`src/module_sideband_regs.svh`:
```
`ifndef MODULE_SIDEBAND_REGS_SVH
`define MODULE_SIDEBAND_REGS_SVH

// Two-wire device address, 8-bit form with the direction bit zero
`define MSC_DEV_ADDR        8'hA0
`define MSC_CLK_PERIOD_NS   40
// Shortest reset low pulse that is honoured (least time, rounds up)
`define MSC_MIN_RESET_NS    10000
`define MSC_MIN_RESET_CYC   ((`MSC_MIN_RESET_NS + `MSC_CLK_PERIOD_NS - 1) / `MSC_CLK_PERIOD_NS)
// Reset execution interval from release to ready (longest time, rounds down)
`define MSC_INIT_NS         2000000
`define MSC_INIT_CYC        (`MSC_INIT_NS / `MSC_CLK_PERIOD_NS)
// Undriven level of the pulled-up inputs
`define MSC_PULLUP_LEVEL    1'b1
`define MSC_ADDR_BITS       4'h8

`endif

```
`src/module_sideband_pkg.sv`:
```
`default_nettype none
package module_sideband_pkg;

	typedef enum logic [1:0] {
		RST_HOLD  = 2'b00,
		RST_INIT  = 2'b01,
		RST_READY = 2'b10
	} reset_state_type;

	typedef enum logic [2:0] {
		BUS_IDLE   = 3'b000,
		BUS_ADDR   = 3'b001,
		BUS_ACK    = 3'b010,
		BUS_DATA   = 3'b011,
		BUS_IGNORE = 3'b100
	} bus_state_type;

endpackage : module_sideband_pkg

`default_nettype wire

```
`src/module_sideband_control.sv`:
```
`timescale 1ns/1ps
`include "module_sideband_regs.svh"
`default_nettype none

// How it works
// - Select low lets the module answer two-wire bus commands.
// - Select high: all bus traffic ignored and no response driven.
// - Select defaults to deselected high when undriven, internal pull-up.
// - Reset low longer than minimum pulse resets all user settings.
// - Reset execution interval timed from the reset release rising edge.
// - Reset done raises attention with data-not-ready cleared.
// - Power-up posts reset-complete attention without any host reset pulse.
// - Low-power request high selects reduced power, low selects normal.
// - Presence reads low when plugged in, high when absent.
// - Attention driven low for operational fault or critical status.
// - Module answers at fixed device address A0h only.
module module_sideband_control
	import module_sideband_pkg::*;
#(
	parameter int MIN_RESET_CYCLES = `MSC_MIN_RESET_CYC,
	parameter int INIT_CYCLES      = `MSC_INIT_CYC
) (
	input  wire logic clk,
	input  wire logic resetn,
	input  wire logic busSelectN,
	input  wire logic moduleResetN,
	input  wire logic lowPowerRequest,
	input  wire logic sclIn,
	input  wire logic sdaIn,
	output logic      sdaOut,
	output logic      sdaOe,
	input  wire logic engineSdaLow,
	output logic      busActive,
	output logic      busReadDir,
	output logic      settingsResetN,
	output logic      dataNotReady,
	output logic      lowPowerMode,
	input  wire logic faultEvent,
	input  wire logic attentionClear,
	output logic      attentionOut,
	output logic      attentionOe,
	output logic      presentN
);

	// Two-flop synchronisers; the pulled-up pins reset to their idle level
	logic [1:0] selSync_r, rstSync_r, lpmSync_r, sclSync_r, sdaSync_r;
	logic       sclPrev_r, sdaPrev_r;

	always_ff @(posedge clk) begin
		if (!resetn) begin
			selSync_r <= {2{`MSC_PULLUP_LEVEL}};
			rstSync_r <= {2{`MSC_PULLUP_LEVEL}};
			lpmSync_r <= 2'h0;
			sclSync_r <= 2'h3;
			sdaSync_r <= 2'h3;
			sclPrev_r <= 1'b1;
			sdaPrev_r <= 1'b1;
		end else begin
			selSync_r <= {selSync_r[0], busSelectN};
			rstSync_r <= {rstSync_r[0], moduleResetN};
			lpmSync_r <= {lpmSync_r[0], lowPowerRequest};
			sclSync_r <= {sclSync_r[0], sclIn};
			sdaSync_r <= {sdaSync_r[0], sdaIn};
			sclPrev_r <= sclSync_r[1];
			sdaPrev_r <= sdaSync_r[1];
		end
	end

	logic selected, rstPin, sclS, sdaS;
	assign selected = !selSync_r[1];
	assign rstPin   = rstSync_r[1];
	assign sclS     = sclSync_r[1];
	assign sdaS     = sdaSync_r[1];

	// Reset sequencing
	reset_state_type rstState_r, rstState_nxt;
	logic [15:0]     lowCnt_r, lowCnt_nxt;
	logic [16:0]     initCnt_r, initCnt_nxt;
	logic            attn_r, attn_nxt, initDone;

	always_comb begin
		rstState_nxt = rstState_r;
		lowCnt_nxt   = lowCnt_r;
		initCnt_nxt  = initCnt_r;
		initDone     = 1'b0;
		if (!rstPin) begin
			// Short glitches only count up and are forgotten on release
			if (lowCnt_r < 16'(MIN_RESET_CYCLES))
				lowCnt_nxt = lowCnt_r + 16'h0001;
			else
				rstState_nxt = RST_HOLD;
		end else begin
			lowCnt_nxt = 16'h0000;
		end
		unique case (rstState_r)
			RST_HOLD: begin
				if (rstPin) begin
					rstState_nxt = RST_INIT;
					initCnt_nxt  = 17'h00000;
				end
			end
			RST_INIT: begin
				if (rstState_nxt == RST_INIT) begin
					if (initCnt_r >= 17'(INIT_CYCLES - 1)) begin
						rstState_nxt = RST_READY;
						initDone     = 1'b1;
					end else begin
						initCnt_nxt = initCnt_r + 17'h00001;
					end
				end
			end
			RST_READY: ;
			default: rstState_nxt = RST_HOLD;
		endcase
		// A new event wins over a clear in the same cycle
		attn_nxt = (attn_r && !attentionClear && rstState_nxt != RST_HOLD)
			|| initDone || faultEvent;
	end

	always_ff @(posedge clk) begin
		if (!resetn) begin
			rstState_r <= RST_INIT;
			lowCnt_r   <= 16'h0000;
			initCnt_r  <= 17'h00000;
			attn_r     <= 1'b0;
		end else begin
			rstState_r <= rstState_nxt;
			lowCnt_r   <= lowCnt_nxt;
			initCnt_r  <= initCnt_nxt;
			attn_r     <= attn_nxt;
		end
	end

	// Status and level outputs, registered or tied low
	logic notReady_r, settingsRstN_r, lpm_r;

	always_ff @(posedge clk) begin
		if (!resetn) begin
			notReady_r     <= 1'b1;
			settingsRstN_r <= 1'b0;
			lpm_r          <= 1'b0;
		end else begin
			notReady_r     <= rstState_nxt != RST_READY;
			settingsRstN_r <= rstState_nxt != RST_HOLD;
			lpm_r          <= lpmSync_r[1];
		end
	end

	assign dataNotReady   = notReady_r;
	assign settingsResetN = settingsRstN_r;
	assign lowPowerMode   = lpm_r;
	assign attentionOut   = 1'b0;
	assign attentionOe    = attn_r;
	// Grounded inside the module, so it is low whenever powered and plugged
	assign presentN       = 1'b0;

	// Two-wire front end: address filter and gating
	bus_state_type busState_r, busState_nxt;
	logic [7:0]    shift_r, shift_nxt;
	logic [3:0]    bitCnt_r, bitCnt_nxt;
	logic          oe_r, oe_nxt, rw_r, rw_nxt;
	logic          startCond, stopCond, sclRise, sclFall;

	assign startCond = sclS && sclPrev_r && sdaPrev_r && !sdaS;
	assign stopCond  = sclS && sclPrev_r && !sdaPrev_r && sdaS;
	assign sclRise   = sclS && !sclPrev_r;
	assign sclFall   = !sclS && sclPrev_r;

	always_comb begin
		busState_nxt = busState_r;
		shift_nxt    = shift_r;
		bitCnt_nxt   = bitCnt_r;
		rw_nxt       = rw_r;
		if (!selected) begin
			busState_nxt = BUS_IDLE;
		end else if (startCond) begin
			busState_nxt = BUS_ADDR;
			bitCnt_nxt   = 4'h0;
		end else if (stopCond) begin
			busState_nxt = BUS_IDLE;
		end else begin
			unique case (busState_r)
				BUS_ADDR: begin
					if (sclRise && bitCnt_r < `MSC_ADDR_BITS) begin
						shift_nxt  = {shift_r[6:0], sdaS};
						bitCnt_nxt = bitCnt_r + 4'h1;
					end else if (sclFall && bitCnt_r == `MSC_ADDR_BITS) begin
						if (shift_r[7:1] == 7'(`MSC_DEV_ADDR >> 1)) begin
							busState_nxt = BUS_ACK;
							rw_nxt       = shift_r[0];
						end else begin
							busState_nxt = BUS_IGNORE;
						end
					end
				end
				BUS_ACK: if (sclFall) busState_nxt = BUS_DATA;
				BUS_IDLE, BUS_DATA, BUS_IGNORE: ;
				default: busState_nxt = BUS_IDLE;
			endcase
		end
		// Only release-or-pull-low; never drives high on the shared line
		oe_nxt = selected && (busState_nxt == BUS_ACK
			|| (busState_nxt == BUS_DATA && engineSdaLow));
	end

	always_ff @(posedge clk) begin
		if (!resetn) begin
			busState_r <= BUS_IDLE;
			shift_r    <= 8'h00;
			bitCnt_r   <= 4'h0;
			rw_r       <= 1'b0;
			oe_r       <= 1'b0;
		end else begin
			busState_r <= busState_nxt;
			shift_r    <= shift_nxt;
			bitCnt_r   <= bitCnt_nxt;
			rw_r       <= rw_nxt;
			oe_r       <= oe_nxt;
		end
	end

	assign sdaOut     = 1'b0;
	assign sdaOe      = oe_r;
	assign busActive  = busState_r == BUS_DATA;
	assign busReadDir = rw_r;

	// Checks
	logic [15:0] lowRun_r;
	always_ff @(posedge clk) begin
		if (!resetn)
			lowRun_r <= 16'h0000;
		else if (rstPin)
			lowRun_r <= 16'h0000;
		else if (lowRun_r != 16'hFFFF)
			lowRun_r <= lowRun_r + 16'h0001;
	end

	sel_high_quiet_a: assert property (@(posedge clk) disable iff (!resetn)
		!selected |=> !sdaOe && !busActive) else $error("bus driven while deselected");
	sel_ack_drive_a: assert property (@(posedge clk) disable iff (!resetn)
		busState_r == BUS_ACK |-> sdaOe) else $error("address matched but not acknowledged");
	sel_default_a: assert property (@(posedge clk)
		!resetn |=> !selected) else $error("select not idle after reset");
	short_pulse_a: assert property (@(posedge clk) disable iff (!resetn)
		rstState_r == RST_READY && (rstPin || lowCnt_r < 16'(MIN_RESET_CYCLES))
		|=> rstState_r == RST_READY) else $error("ready lost without a long reset pulse");
	long_pulse_a: assert property (@(posedge clk) disable iff (!resetn)
		!rstPin && lowRun_r == 16'(MIN_RESET_CYCLES + 1) |=> !settingsResetN)
		else $error("long reset pulse not honoured");
	init_start_a: assert property (@(posedge clk) disable iff (!resetn)
		rstState_r == RST_HOLD && rstPin |=> rstState_r == RST_INIT && initCnt_r == 17'h0)
		else $error("init interval not started at release");
	done_attn_a: assert property (@(posedge clk) disable iff (!resetn)
		initDone |=> attentionOe && !dataNotReady) else $error("reset done not posted");
	powerup_post_a: assert property (@(posedge clk)
		!resetn |=> rstState_r == RST_INIT) else $error("power-up does not start init");
	lpm_follow_a: assert property (@(posedge clk) disable iff (!resetn)
		lpmSync_r[1] |=> lowPowerMode) else $error("low-power request not followed");
	present_low_a: assert property (@(posedge clk) presentN == 1'b0)
		else $error("presence not low");
	fault_attn_a: assert property (@(posedge clk) disable iff (!resetn)
		faultEvent |=> attentionOe) else $error("fault not signalled");
	addr_miss_a: assert property (@(posedge clk) disable iff (!resetn)
		busState_r == BUS_ADDR && sclFall && bitCnt_r == `MSC_ADDR_BITS
		&& shift_r[7:1] != 7'h50 && selected && !startCond && !stopCond
		|=> busState_r == BUS_IGNORE) else $error("foreign address acknowledged");

	addr_ack_c: cover property (@(posedge clk) disable iff (!resetn)
		busState_r == BUS_ACK ##1 busState_r == BUS_ACK [*2]);
	host_reset_c: cover property (@(posedge clk) disable iff (!resetn)
		rstState_r == RST_HOLD ##1 rstState_r == RST_INIT);
	ready_attn_c: cover property (@(posedge clk) disable iff (!resetn)
		initDone ##1 attentionOe);

endmodule : module_sideband_control

`default_nettype wire

```
`config.mk`:
```
export PLATFORM = sky130hd
export DESIGN_NAME = module_sideband_control
export DESIGN_NICKNAME = d
export VERILOG_FILES = /design/src/module_sideband_pkg.sv /design/src/module_sideband_control.sv
export VERILOG_INCLUDE_DIRS = /design/src /design/src/src
export SDC_FILE = /design/constraint.sdc
export NUM_CORES = 1
export LEC_CHECK = 0
export BUFFER_PORTS_ARGS = -buffer_cell sky130_fd_sc_hd__buf_2
export CAP_MARGIN = 20
export CORE_MARGIN = 2
export CORE_UTILIZATION = 47
export DETAILED_ROUTE_END_ITERATION = 7
export PLACE_DENSITY = 0.63
export SYNTH_ARGS = -nofsm -noshare
export SYNTH_HDL_FRONTEND = slang
export SYNTH_SLANG_ARGS = --single-unit
export TNS_END_PERCENT = 30
```
`constraint.sdc`:
```
create_clock -name clk -period 4 [get_ports clk]
set_input_delay 0.8 -clock clk [delete_from_list [all_inputs] [get_ports clk]]
set_output_delay 0.8 -clock clk [all_outputs]
set_load 0.02 [all_outputs]
```
==> flow_summary.ini, run 1 <==
[sta]
setup-violations-final = 0
whs_ns = 0.410
rsz0062_at_grt = no
slew_headroom = 0.355
final-max-slew-violation-count = 0
tightest_slew_ns = 0.967
min_period_over_period = 0.556
hold_viol = 0
period_needed_ns = 2.22
skew_ns = 0.00725
setup_tns_ns = 0
fmax_ghz = 0.450

[global_route]
grt_pass1_wl_um = 9150
grt_pass1_vias = 2099
grt_usage = 0.159
grt_overflow_total = 0
antenna_found_initial = 0
grt_max_degree = 36

[critical_path]
crit_type = flop to flop
cp_max_fo = 25
worstPathRequired_ns = 4.26
ff2ff_setup_slack_ns = 1.78
arrival_ns = 2.48
startpoint_type = flop
end_kind = flop

[yosys]
synth_top_family_by_area = simple AND/OR/NAND/NOR gates
ys_top_cells_by_area = dfxtp_1 46%, mux2i_1 4.4%, and2_1 3.6%, nand2b_1 3.4%, nand2_1 3.2%
synth_xor_area_frac = 0.0237
synth_commonest_cells = 68 x dfxtp_1, 25 x nand2_1, 21 x nor2_1
synth_edf_count = 0
seq_area_frac_synth = 0.461
mappedNetlistArea_um2 = 2950
synth_mux_area_frac = 0.0441
yosysMostFrequentCell = dfxtp_1
syn_inst = 319
synth_compound_area_frac = 0.137
ys_ff_latch = 68
ys_async_sr_fraction = 0
yosysTopAreaCellShare = 0.461
yosys.area.top_type = dfxtp_1
synth_simple_gate_area_frac = 0.280
yosysWarnings = 0
synthAdderAreaFrac = 0.0170
syn_area_per_cell_um2 = 9.25
ys_types = 51
synth-main-ff-cell = dfxtp_1

[worst_hold_path]
min_path_type = flop to flop

[run]
maxCapViolations = 0

[detailed_routing]
drtIter0Drc = 91
via_per_inst = 5.40
ant_nets = 0
first_pass_iters = 4
drc = 0
wl_um = 5300
num_vias = 2242
wire_per_inst_um = 12.8

[floorplanning]
die_h_um = 83.2
start_util = 0.492
rows = 28
dieArea_um2 = 6930
dieWidth_um = 83.2
core-area_um2 = 5990
ios = 20

[place]
place_congestion = 0.813
portBuffers = 16
hpwl_um = 3630

[finish]
antenna_cells = 0
nets = 349
drive_gt1_frac = 0.112
fillers = 560
syn2layout_area_growth_pct = 9.84

[power]
leakagePower_nw = 1.17
ir_drop_mv = 0.188
power_density_nw_per_um2 = 383

[cts]
cts_resized = 0
cts_hold_buf = 0
cts_buffers = 9
post_cts_buffers = 0
clkSlewWorstSetupHoldPaths_ns = 0.08
htreeDepth = 3
cts_root_buffer = clkbuf_8
clk_latency_ns = 0.34
tritoncts = built
cts_sinks = 68
clk_path_buf_depth = 2

[status]
status = completed
-- logic make-up (layout without fill, tap and decap cells) --
logic type	Yosys count	in the layout
AO/OA/AOI/OAI	57	57
multiplexers	13	13
XOR/XNOR	8	8
adder cells (fa/ha/maj)	4	4
other	1	3
AND/OR/NAND/NOR	147	147
buffers and inverters	21	40
flip-flops	68	68
-- final timing paths --
check	from	end	cells past startpoint
max reg2reg	initCnt_r[0]	initCnt_r[5]	6
max	initCnt_r[0]	initCnt_r[5]	6
min reg2reg	selSync_r[0]	selSync_r[1]	1
min	selSync_r[0]	selSync_r[1]	1
-- routing by layer --
layer	wire, um	track usage	part of all wire	up-vias
li1	-	-	-	1174
met1	2530	0.190	0.48	1029
met2	2520	0.266	0.48	26
met3	127	0.0398	0.024	13
met4	112	0.0790	0.021	0
met5	0	0	0	-
-- layout by cell type, fill, tap and decap left out, types with 2 or more instances in the layout --
master      count
and2_1         17
or4_1           9
o31ai_1        10
conb_1          3
o21ai_0        10
xor2_1          7
ha_1            4
dfxtp_1        68
or3_1           2
nand3_1         8
and4_1          2
clkinvlp_4      2
o21bai_1        2
inv_1           7
nand4_1         9
nor4_1          4
mux2i_1        13
nor4b_1         2
nand2_1        25
and3_1          7
o211a_1         2
nor3_1          6
buf_2          16
nand2b_1       16
a21oi_1        15
clkinv_4        2
or3b_1          2
nor2_1         21
a31oi_1         3
clkbuf_8       10
nor2b_1        13
-- cell type report --
type	count	area [um^2]	share of cell area
sequential	68	1360	0.420
clock inverter	5	37.5	0.0116
multi-input combinational	232	1490	0.461
clock buffer	11	141	0.0436
inverter	7	26.3	0.00811
timing repair buffer	17	87.6	0.0270
tap	75	93.8	0.0290
-- stage by stage --
stage               cell area (um^2)   util  cells  setup slack [ns]  power, mW
global route                    3240  0.541    415              1.61       1.29
floorplan                       2960      -    321              2.05      0.741
global placement                3060  0.511    399              1.77      0.751
detailed placement              3060  0.511    399              1.74      0.752
CTS                             3240  0.541    415              1.78       1.26
finish                          3240  0.541    415              1.78       1.24
-- power by group --
part	internal, mW	total, mW	switching [mW]
Sequential	0.686	0.695	0.00904
Combinational	0.0169	0.0410	0.0241
Clock	0.243	0.505	0.262
Total	0.946	1.24	0.295
-- critical path, cell delays in order (launching register included) --
cell	delay, ns
dfxtp_1	0.38
ha_1	0.30
nand4_1	0.21
nor4_2	0.07
o31a_2	0.46
or4_1	0.54
a21oi_1	0.17
-- state kept, by name (all words and copies together) (netlist names) --
| register | cells |
|---|---|
| lowCnt_r | 16 |
| rstState_r | 2 |
| sclSync_r | 2 |
| busState_r | 3 |
| shift_r | 8 |
| sclPrev_r | 1 |
| selSync_r | 2 |
| lpmSync_r | 2 |
| lowPowerMode | 1 |
| bitCnt_r | 4 |
| dataNotReady | 1 |
| attentionOe | 1 |
| settingsResetN | 1 |
| initCnt_r | 17 |
| busReadDir | 1 |
| rstSync_r | 2 |
| sdaPrev_r | 1 |
| sdaSync_r | 2 |
| sdaOe | 1 |
No activity file was read; power rests on OpenSTA's default activity.
==> inputs of run 2 (changes only) <==
==> constraint.sdc (replaced) <==
create_clock -name clk -period 2.3 [get_ports clk]
set_input_delay 0.46 -clock clk [delete_from_list [all_inputs] [get_ports clk]]
set_output_delay 0.46 -clock clk [all_outputs]
set_load 0.02 [all_outputs]
==> run 2 against run 1 <==
  * Maximum frequency is 6.9% higher
  * Combinational power is 87% higher
  * Setup slack worse by 1.6 ns
  * Register-to-register slack worse by 1.6 ns
  * Clock power is 140% higher
  * Flip-flop and latch count stayed put
  * Total power is 100% higher
  * Cell count is 1.2% higher
  * Critical endpoint is now initCnt_r[4]
  * Largest power group is now clock
==> flow_summary.ini, run 2 (synthesis gave the netlist of run 1 again) <==
[finish]
biggestRegsByFlops = initCnt_r: 17 flops, lowCnt_r: 16 flops, shift_r: 8 flops
largest_reg_flops = 17
fillers = 544
layout_commonest_cell = dfxtp_1
drive_gt1_frac = 0.128
nets = 354
regArea_um2 = 1360
layout_common_cells = 68 x dfxtp_1, 25 x nand2_1, 21 x nor2_1
antenna_cells = 0
final_util = 0.562
syn2layout_area_growth_pct = 14.1
top_register = initCnt_r
multiInputGateArea_um2 = 1500

[sta]
period_needed_ns = 2.08
setup-violations-final = 0
fmax_ghz = 0.481
hold_viol = 0
final-max-slew-violation-count = 0
tightest_slew_ns = 0.577
setup_tns_ns = 0
skew_ns = 0.00616
slew_headroom = 0.610
min_period_over_period = 0.905
rsz0062_at_grt = no

[place]
place_congestion = 0.826
hpwl_um = 3740
portBuffers = 16

[critical_path]
arrival_ns = 2.35
crit_type = flop to flop
startpoint_type = flop
worstPathRequired_ns = 2.57
cp_cell_sequence = ha_1 -> nand4_1 -> nor4_2 -> o31a_4 -> or4_1 -> a21oi_1
slowest_stage = or4_1
end_kind = flop
cp_max_fo = 25
critPathMaxStageDelay_ns = 0.54

[run]
maxCapViolations = 0

[cts]
cts_buffers = 9
cts_root_buffer = clkbuf_8
cts_hold_buf = 0
clkSlewWorstSetupHoldPaths_ns = 0.07
clk_latency_ns = 0.34
cts_sinks = 68
post_cts_buffers = 0
tritoncts = built
clk_path_buf_depth = 2
htreeDepth = 3

[detailed_routing]
drc = 0
num_vias = 2259
drtIter0Drc = 90
ant_nets = 0
wire_per_inst_um = 13.2
wl_um = 5560
first_pass_iters = 4
via_per_inst = 5.38

[global_route]
antenna_found_initial = 0
grt_max_degree = 26
grt_overflow_total = 0
grt_pass1_vias = 2204
grt_usage = 0.173
grt_pass1_wl_um = 9730

[worst_hold_path]
min_path_type = primary input to flop

[floorplanning]
ios = 20
dieArea_um2 = 6930
dieWidth_um = 83.2
die_h_um = 83.2
start_util = 0.492
rows = 28
core-area_um2 = 5990

[power]
leakagePower_nw = 1.24
fin_total_pwr_mw = 2.52
power_density_nw_per_um2 = 748
ir_drop_mv = 0.467

[status]
status = completed
run 2: changes by cell type in the layout (fill, tap and decap cells not counted), sizes merged:
cell	before	now
buf	17	22
bufinv	0	3
clkinv	3	2
clkinvlp	2	0
run 2: worst paths after layout:
path                              startpoint            to  cells after the start  slack (ns)
worst min-delay path                   sdaIn  sdaSync_r[0]                      2        0.30
worst min register to register  sdaSync_r[0]  sdaSync_r[1]                      1        0.41
worst max register to register  initCnt_r[0]  initCnt_r[4]                      6        0.22
worst max-delay path            initCnt_r[0]  initCnt_r[4]                      6        0.22
run 2: cell type report:
class	instances	share of cell area
Tap cell	75	0.0279
Clock buffer	11	0.0450
Inverter	7	0.00781
Sequential cell	68	0.404
Clock inverter	5	0.0320
Multi-Input combinational cell	232	0.446
Timing Repair Buffer	22	0.0372
run 2: report_power, final:
part           switching (mW)  total [mW]  internal (mW)
Sequential             0.0145        1.21           1.19
Combinational          0.0442      0.0768         0.0326
Clock                   0.449        1.23          0.783
Total                   0.508        2.52           2.01
run 2: repair_timing:
item / CTS / global route
endpoints found under the hold margin: 0 / 0
endpoints found under the setup margin: 0 / 4
resized for setup: 0 / 1
run 2: critical path: cells and delay by family (launching register included):
| kind | cells | cell delay (ns) |
|---|---|---|
| flops | 1 | 0.36 |
| simple gates | 3 | 0.81 |
| fa+ha+maj | 1 | 0.29 |
| compound gates | 2 | 0.56 |
run 2: metal layers:
metal	vias up	share of wire	global-route usage
met5	-	0	0
met4	0	0.015	0.0626
met3	9	0.037	0.0636
met2	36	0.48	0.294
met1	1039	0.47	0.198
li1	1175	-	-
run 2: stage by stage:
step	hold WS, ns	worst slack [ns]	std cells	area, um^2
final	0.296	0.219	420	3370
after global routing	0.292	0.0589	420	3370
after CTS	0.282	0.129	420	3360
after floorplan	0.386	0.353	321	2960
after detailed placement	0.393	0.181	404	3100
after global placement	0.387	0.255	404	3100
==> inputs of run 3 (changes only) <==
--- a/config.mk
+++ b/config.mk
@@ -6,12 +6,13 @@
 export SDC_FILE = /design/constraint.sdc
 export NUM_CORES = 1
 export LEC_CHECK = 0
+export ABC_AREA = 1
 export BUFFER_PORTS_ARGS = -buffer_cell sky130_fd_sc_hd__buf_2
 export CAP_MARGIN = 20
 export CORE_MARGIN = 2
 export CORE_UTILIZATION = 47
 export DETAILED_ROUTE_END_ITERATION = 7
-export PLACE_DENSITY = 0.63
+export PLACE_DENSITY_LB_ADDON = 0.25
 export SYNTH_ARGS = -nofsm -noshare
 export SYNTH_HDL_FRONTEND = slang
 export SYNTH_SLANG_ARGS = --single-unit
==> run 3 against run 2 <==
  * First-iteration DRC count is 12% higher
  * Global-route usage increased by 0.20 points
  * Maximum frequency grew 20%
  * Routed wire length rose by 7.1%
  * Combinational power is 2% lower
  * Worst hold slack improved by 0.012 ns
  * Critical path depth rose by 5
  * Die area rose by 7.1%
  * Setup slack better by 0.35 ns
  * Register-to-register slack better by 0.35 ns
  * Critical path type unchanged
  * Critical endpoint is now initCnt_r[9]
==> flow_summary.ini, run 3 <==
[sta]
setup-violations-final = 0
fmax_ghz = 0.578
setup_tns_ns = 0
skew_ns = 0.00740
whs_ns = 0.309
min_period_over_period = 0.752
rsz0062_at_grt = no
fin_ws_ns = 0.571
period_needed_ns = 1.73
final-max-slew-violation-count = 0
hold_viol = 0

[yosys]
syn_area_per_cell_um2 = 7.17
yosys.area.top_type = dfxtp_1
ys_async_sr_fraction = 0
yosysTopAreaCellShare = 0.430
syn_inst = 442
synth_xor_area_frac = 0.0249
ys_ff_latch = 68
ys_top_cells_by_area = dfxtp_1 43%, nand2_1 9.6%, nor2_1 9.1%, inv_1 6.4%, nand3_1 5.4%
synthAdderAreaFrac = 0.0158
synth_mux_area_frac = 0
synth_compound_area_frac = 0.111
synth_top_family_by_area = simple AND/OR/NAND/NOR gates
synth_edf_count = 0
yosysWarnings = 0
synth_simple_gate_area_frac = 0.321
seq_area_frac_synth = 0.430
synth-main-ff-cell = dfxtp_1
ys_types = 33
synth_commonest_cells = 81 x nand2_1, 77 x nor2_1, 68 x dfxtp_1
yosysMostFrequentCell = nand2_1
mappedNetlistArea_um2 = 3170

[global_route]
grt_pass1_vias = 2419
grt_usage = 0.175
grt_pass1_wl_um = 10500
grt_overflow_total = 0
antenna_found_initial = 0
grt_max_degree = 30

[power]
power_density_nw_per_um2 = 598
ir_drop_mv = 0.340
leakagePower_nw = 1.41
fin_total_pwr_mw = 2.07

[cts]
cts_hold_buf = 0
clk_path_buf_depth = 2
tritoncts = built
htreeDepth = 3
clkSlewWorstSetupHoldPaths_ns = 0.07
cts_buffers = 9
post_cts_buffers = 0
cts_resized = 0
clk_latency_ns = 0.33
cts_root_buffer = clkbuf_8
cts_sinks = 68

[worst_hold_path]
hold_end = sclSync_r[0]
min_path_type = primary input to flop
hp-start = sclIn
holdPathStages = 2

[detailed_routing]
wire_per_inst_um = 11.0
drc = 0
first_pass_iters = 4
via_per_inst = 4.87
drtIter0Drc = 101
wl_um = 5960
ant_nets = 0
num_vias = 2646

[status]
status = completed

[floorplanning]
rows = 29
die_h_um = 86.1
dieWidth_um = 86.1
ios = 20
dieArea_um2 = 7420
core-area_um2 = 6420
start_util = 0.493

[finish]
syn2layout_area_growth_pct = 9.12
antenna_cells = 0
largest_reg_flops = 17
regArea_um2 = 1360
multiInputGateArea_um2 = 1510
top_register = initCnt_r
layout_commonest_cell = nand2_1
finalNonFillerCells = 543
biggestRegsByFlops = initCnt_r: 17 flops, lowCnt_r: 16 flops, shift_r: 8 flops
layout_common_cells = 81 x nand2_1, 77 x nor2_1, 68 x dfxtp_1
drive_gt1_frac = 0.146
fillers = 639
nets = 476

[place]
portBuffers = 16
dp_slack_ns = 0.537
placed_cells = 528
place_congestion = 0.904
hpwl_um = 4190

[critical_path]
arrival_ns = 2.00
r2r_cells = 11
ff2ff_setup_slack_ns = 0.57
end_kind = flop
crit_type = flop to flop
cp_max_fo = 18
cp_cell_sequence = ha_1 -> nand2_2 -> nor2_4 -> nand2_1 -> nor2_1 -> a21oi_2 -> nand2_2 -> nand2_4 -> nand2_8 -> nand2_1 -> a21oi_2
r2r_end = initCnt_r[9]
worstPathRequired_ns = 2.57
slowest_stage = dfxtp_1
r2r_start = initCnt_r[0]
critPathMaxStageDelay_ns = 0.37
startpoint_type = flop

[run]
maxCapViolations = 0
-- run 3: changes by cell type in the layout (fill, tap and decap cells not counted), moves of 9 or more --
| cell | change |
|---|---|
| and2_1 | -17 |
| a21oi_2 | +9 |
| or4_1 | -9 |
| nor2b_1 | -13 |
| nand3_1 | +26 |
| inv_1 | +47 |
| o31ai_1 | -10 |
| nor2_1 | +56 |
| mux2i_1 | -13 |
| nand2b_1 | -16 |
| a21oi_1 | +11 |
| nand2_1 | +56 |
-- run 3: routing by layer --
layer | track usage | up-vias | wire (um)
li1 | - | 1423 | -
met1 | 0.237 | 1157 | 3090
met2 | 0.266 | 53 | 2570
met3 | 0.0452 | 13 | 212
met4 | 0.0664 | 0 | 86
met5 | 0 | - | 0
-- run 3: layout make-up --
type	instances	area share
Clock buffer	10	0.0369
Clock inverter	5	0.00868
Inverter	61	0.0662
Multi-Input combinational cell	303	0.437
Sequential cell	68	0.394
Tap cell	77	0.0279
Timing Repair Buffer	19	0.0297
-- run 3: per-stage QoR --
stage	area, um^2	utilization
6_report	3460	0.538
5_1_grt	3460	0.538
4_1_cts	3460	0.538
3_5_place_dp	3300	0.514
3_3_place_gp	3300	0.514
2_1_floorplan	3180	-
-- run 3: kinds of logic after synthesis --
logic type | Yosys count
xor gates and xnor gates | 9
buffers and inverters | 73
adders and majority gates | 4
other | 1
and+or+nand+nor | 227
DFF | 68
AOI/OAI and AO/OA | 60
-- run 3: worst max-delay path: cells and delay by family, from the launching register on --
| family | cells | cell delay, ns |
|---|---|---|
| and+or+nand+nor | 8 | 0.89 |
| DFF | 1 | 0.37 |
| adders and majority gates | 1 | 0.20 |
| AOI/OAI and AO/OA | 2 | 0.19 |
-- run 3: how the worst max path moves through the flow --
stage,from,end,cells after the start
floorplan,initCnt_r[0],initCnt_r[13],11
global placement,initCnt_r[0],attentionOe,12
detailed placement,resetn,lowCnt_r[4],5
CTS,initCnt_r[0],initCnt_r[1],11
global route,initCnt_r[0],initCnt_r[12],11
finish,initCnt_r[0],initCnt_r[9],11
-- run 3: power by group --
part	switching (mW)	internal (mW)
logic	0.0470	0.0279
clock network	0.412	0.379
registers	0.00942	1.19
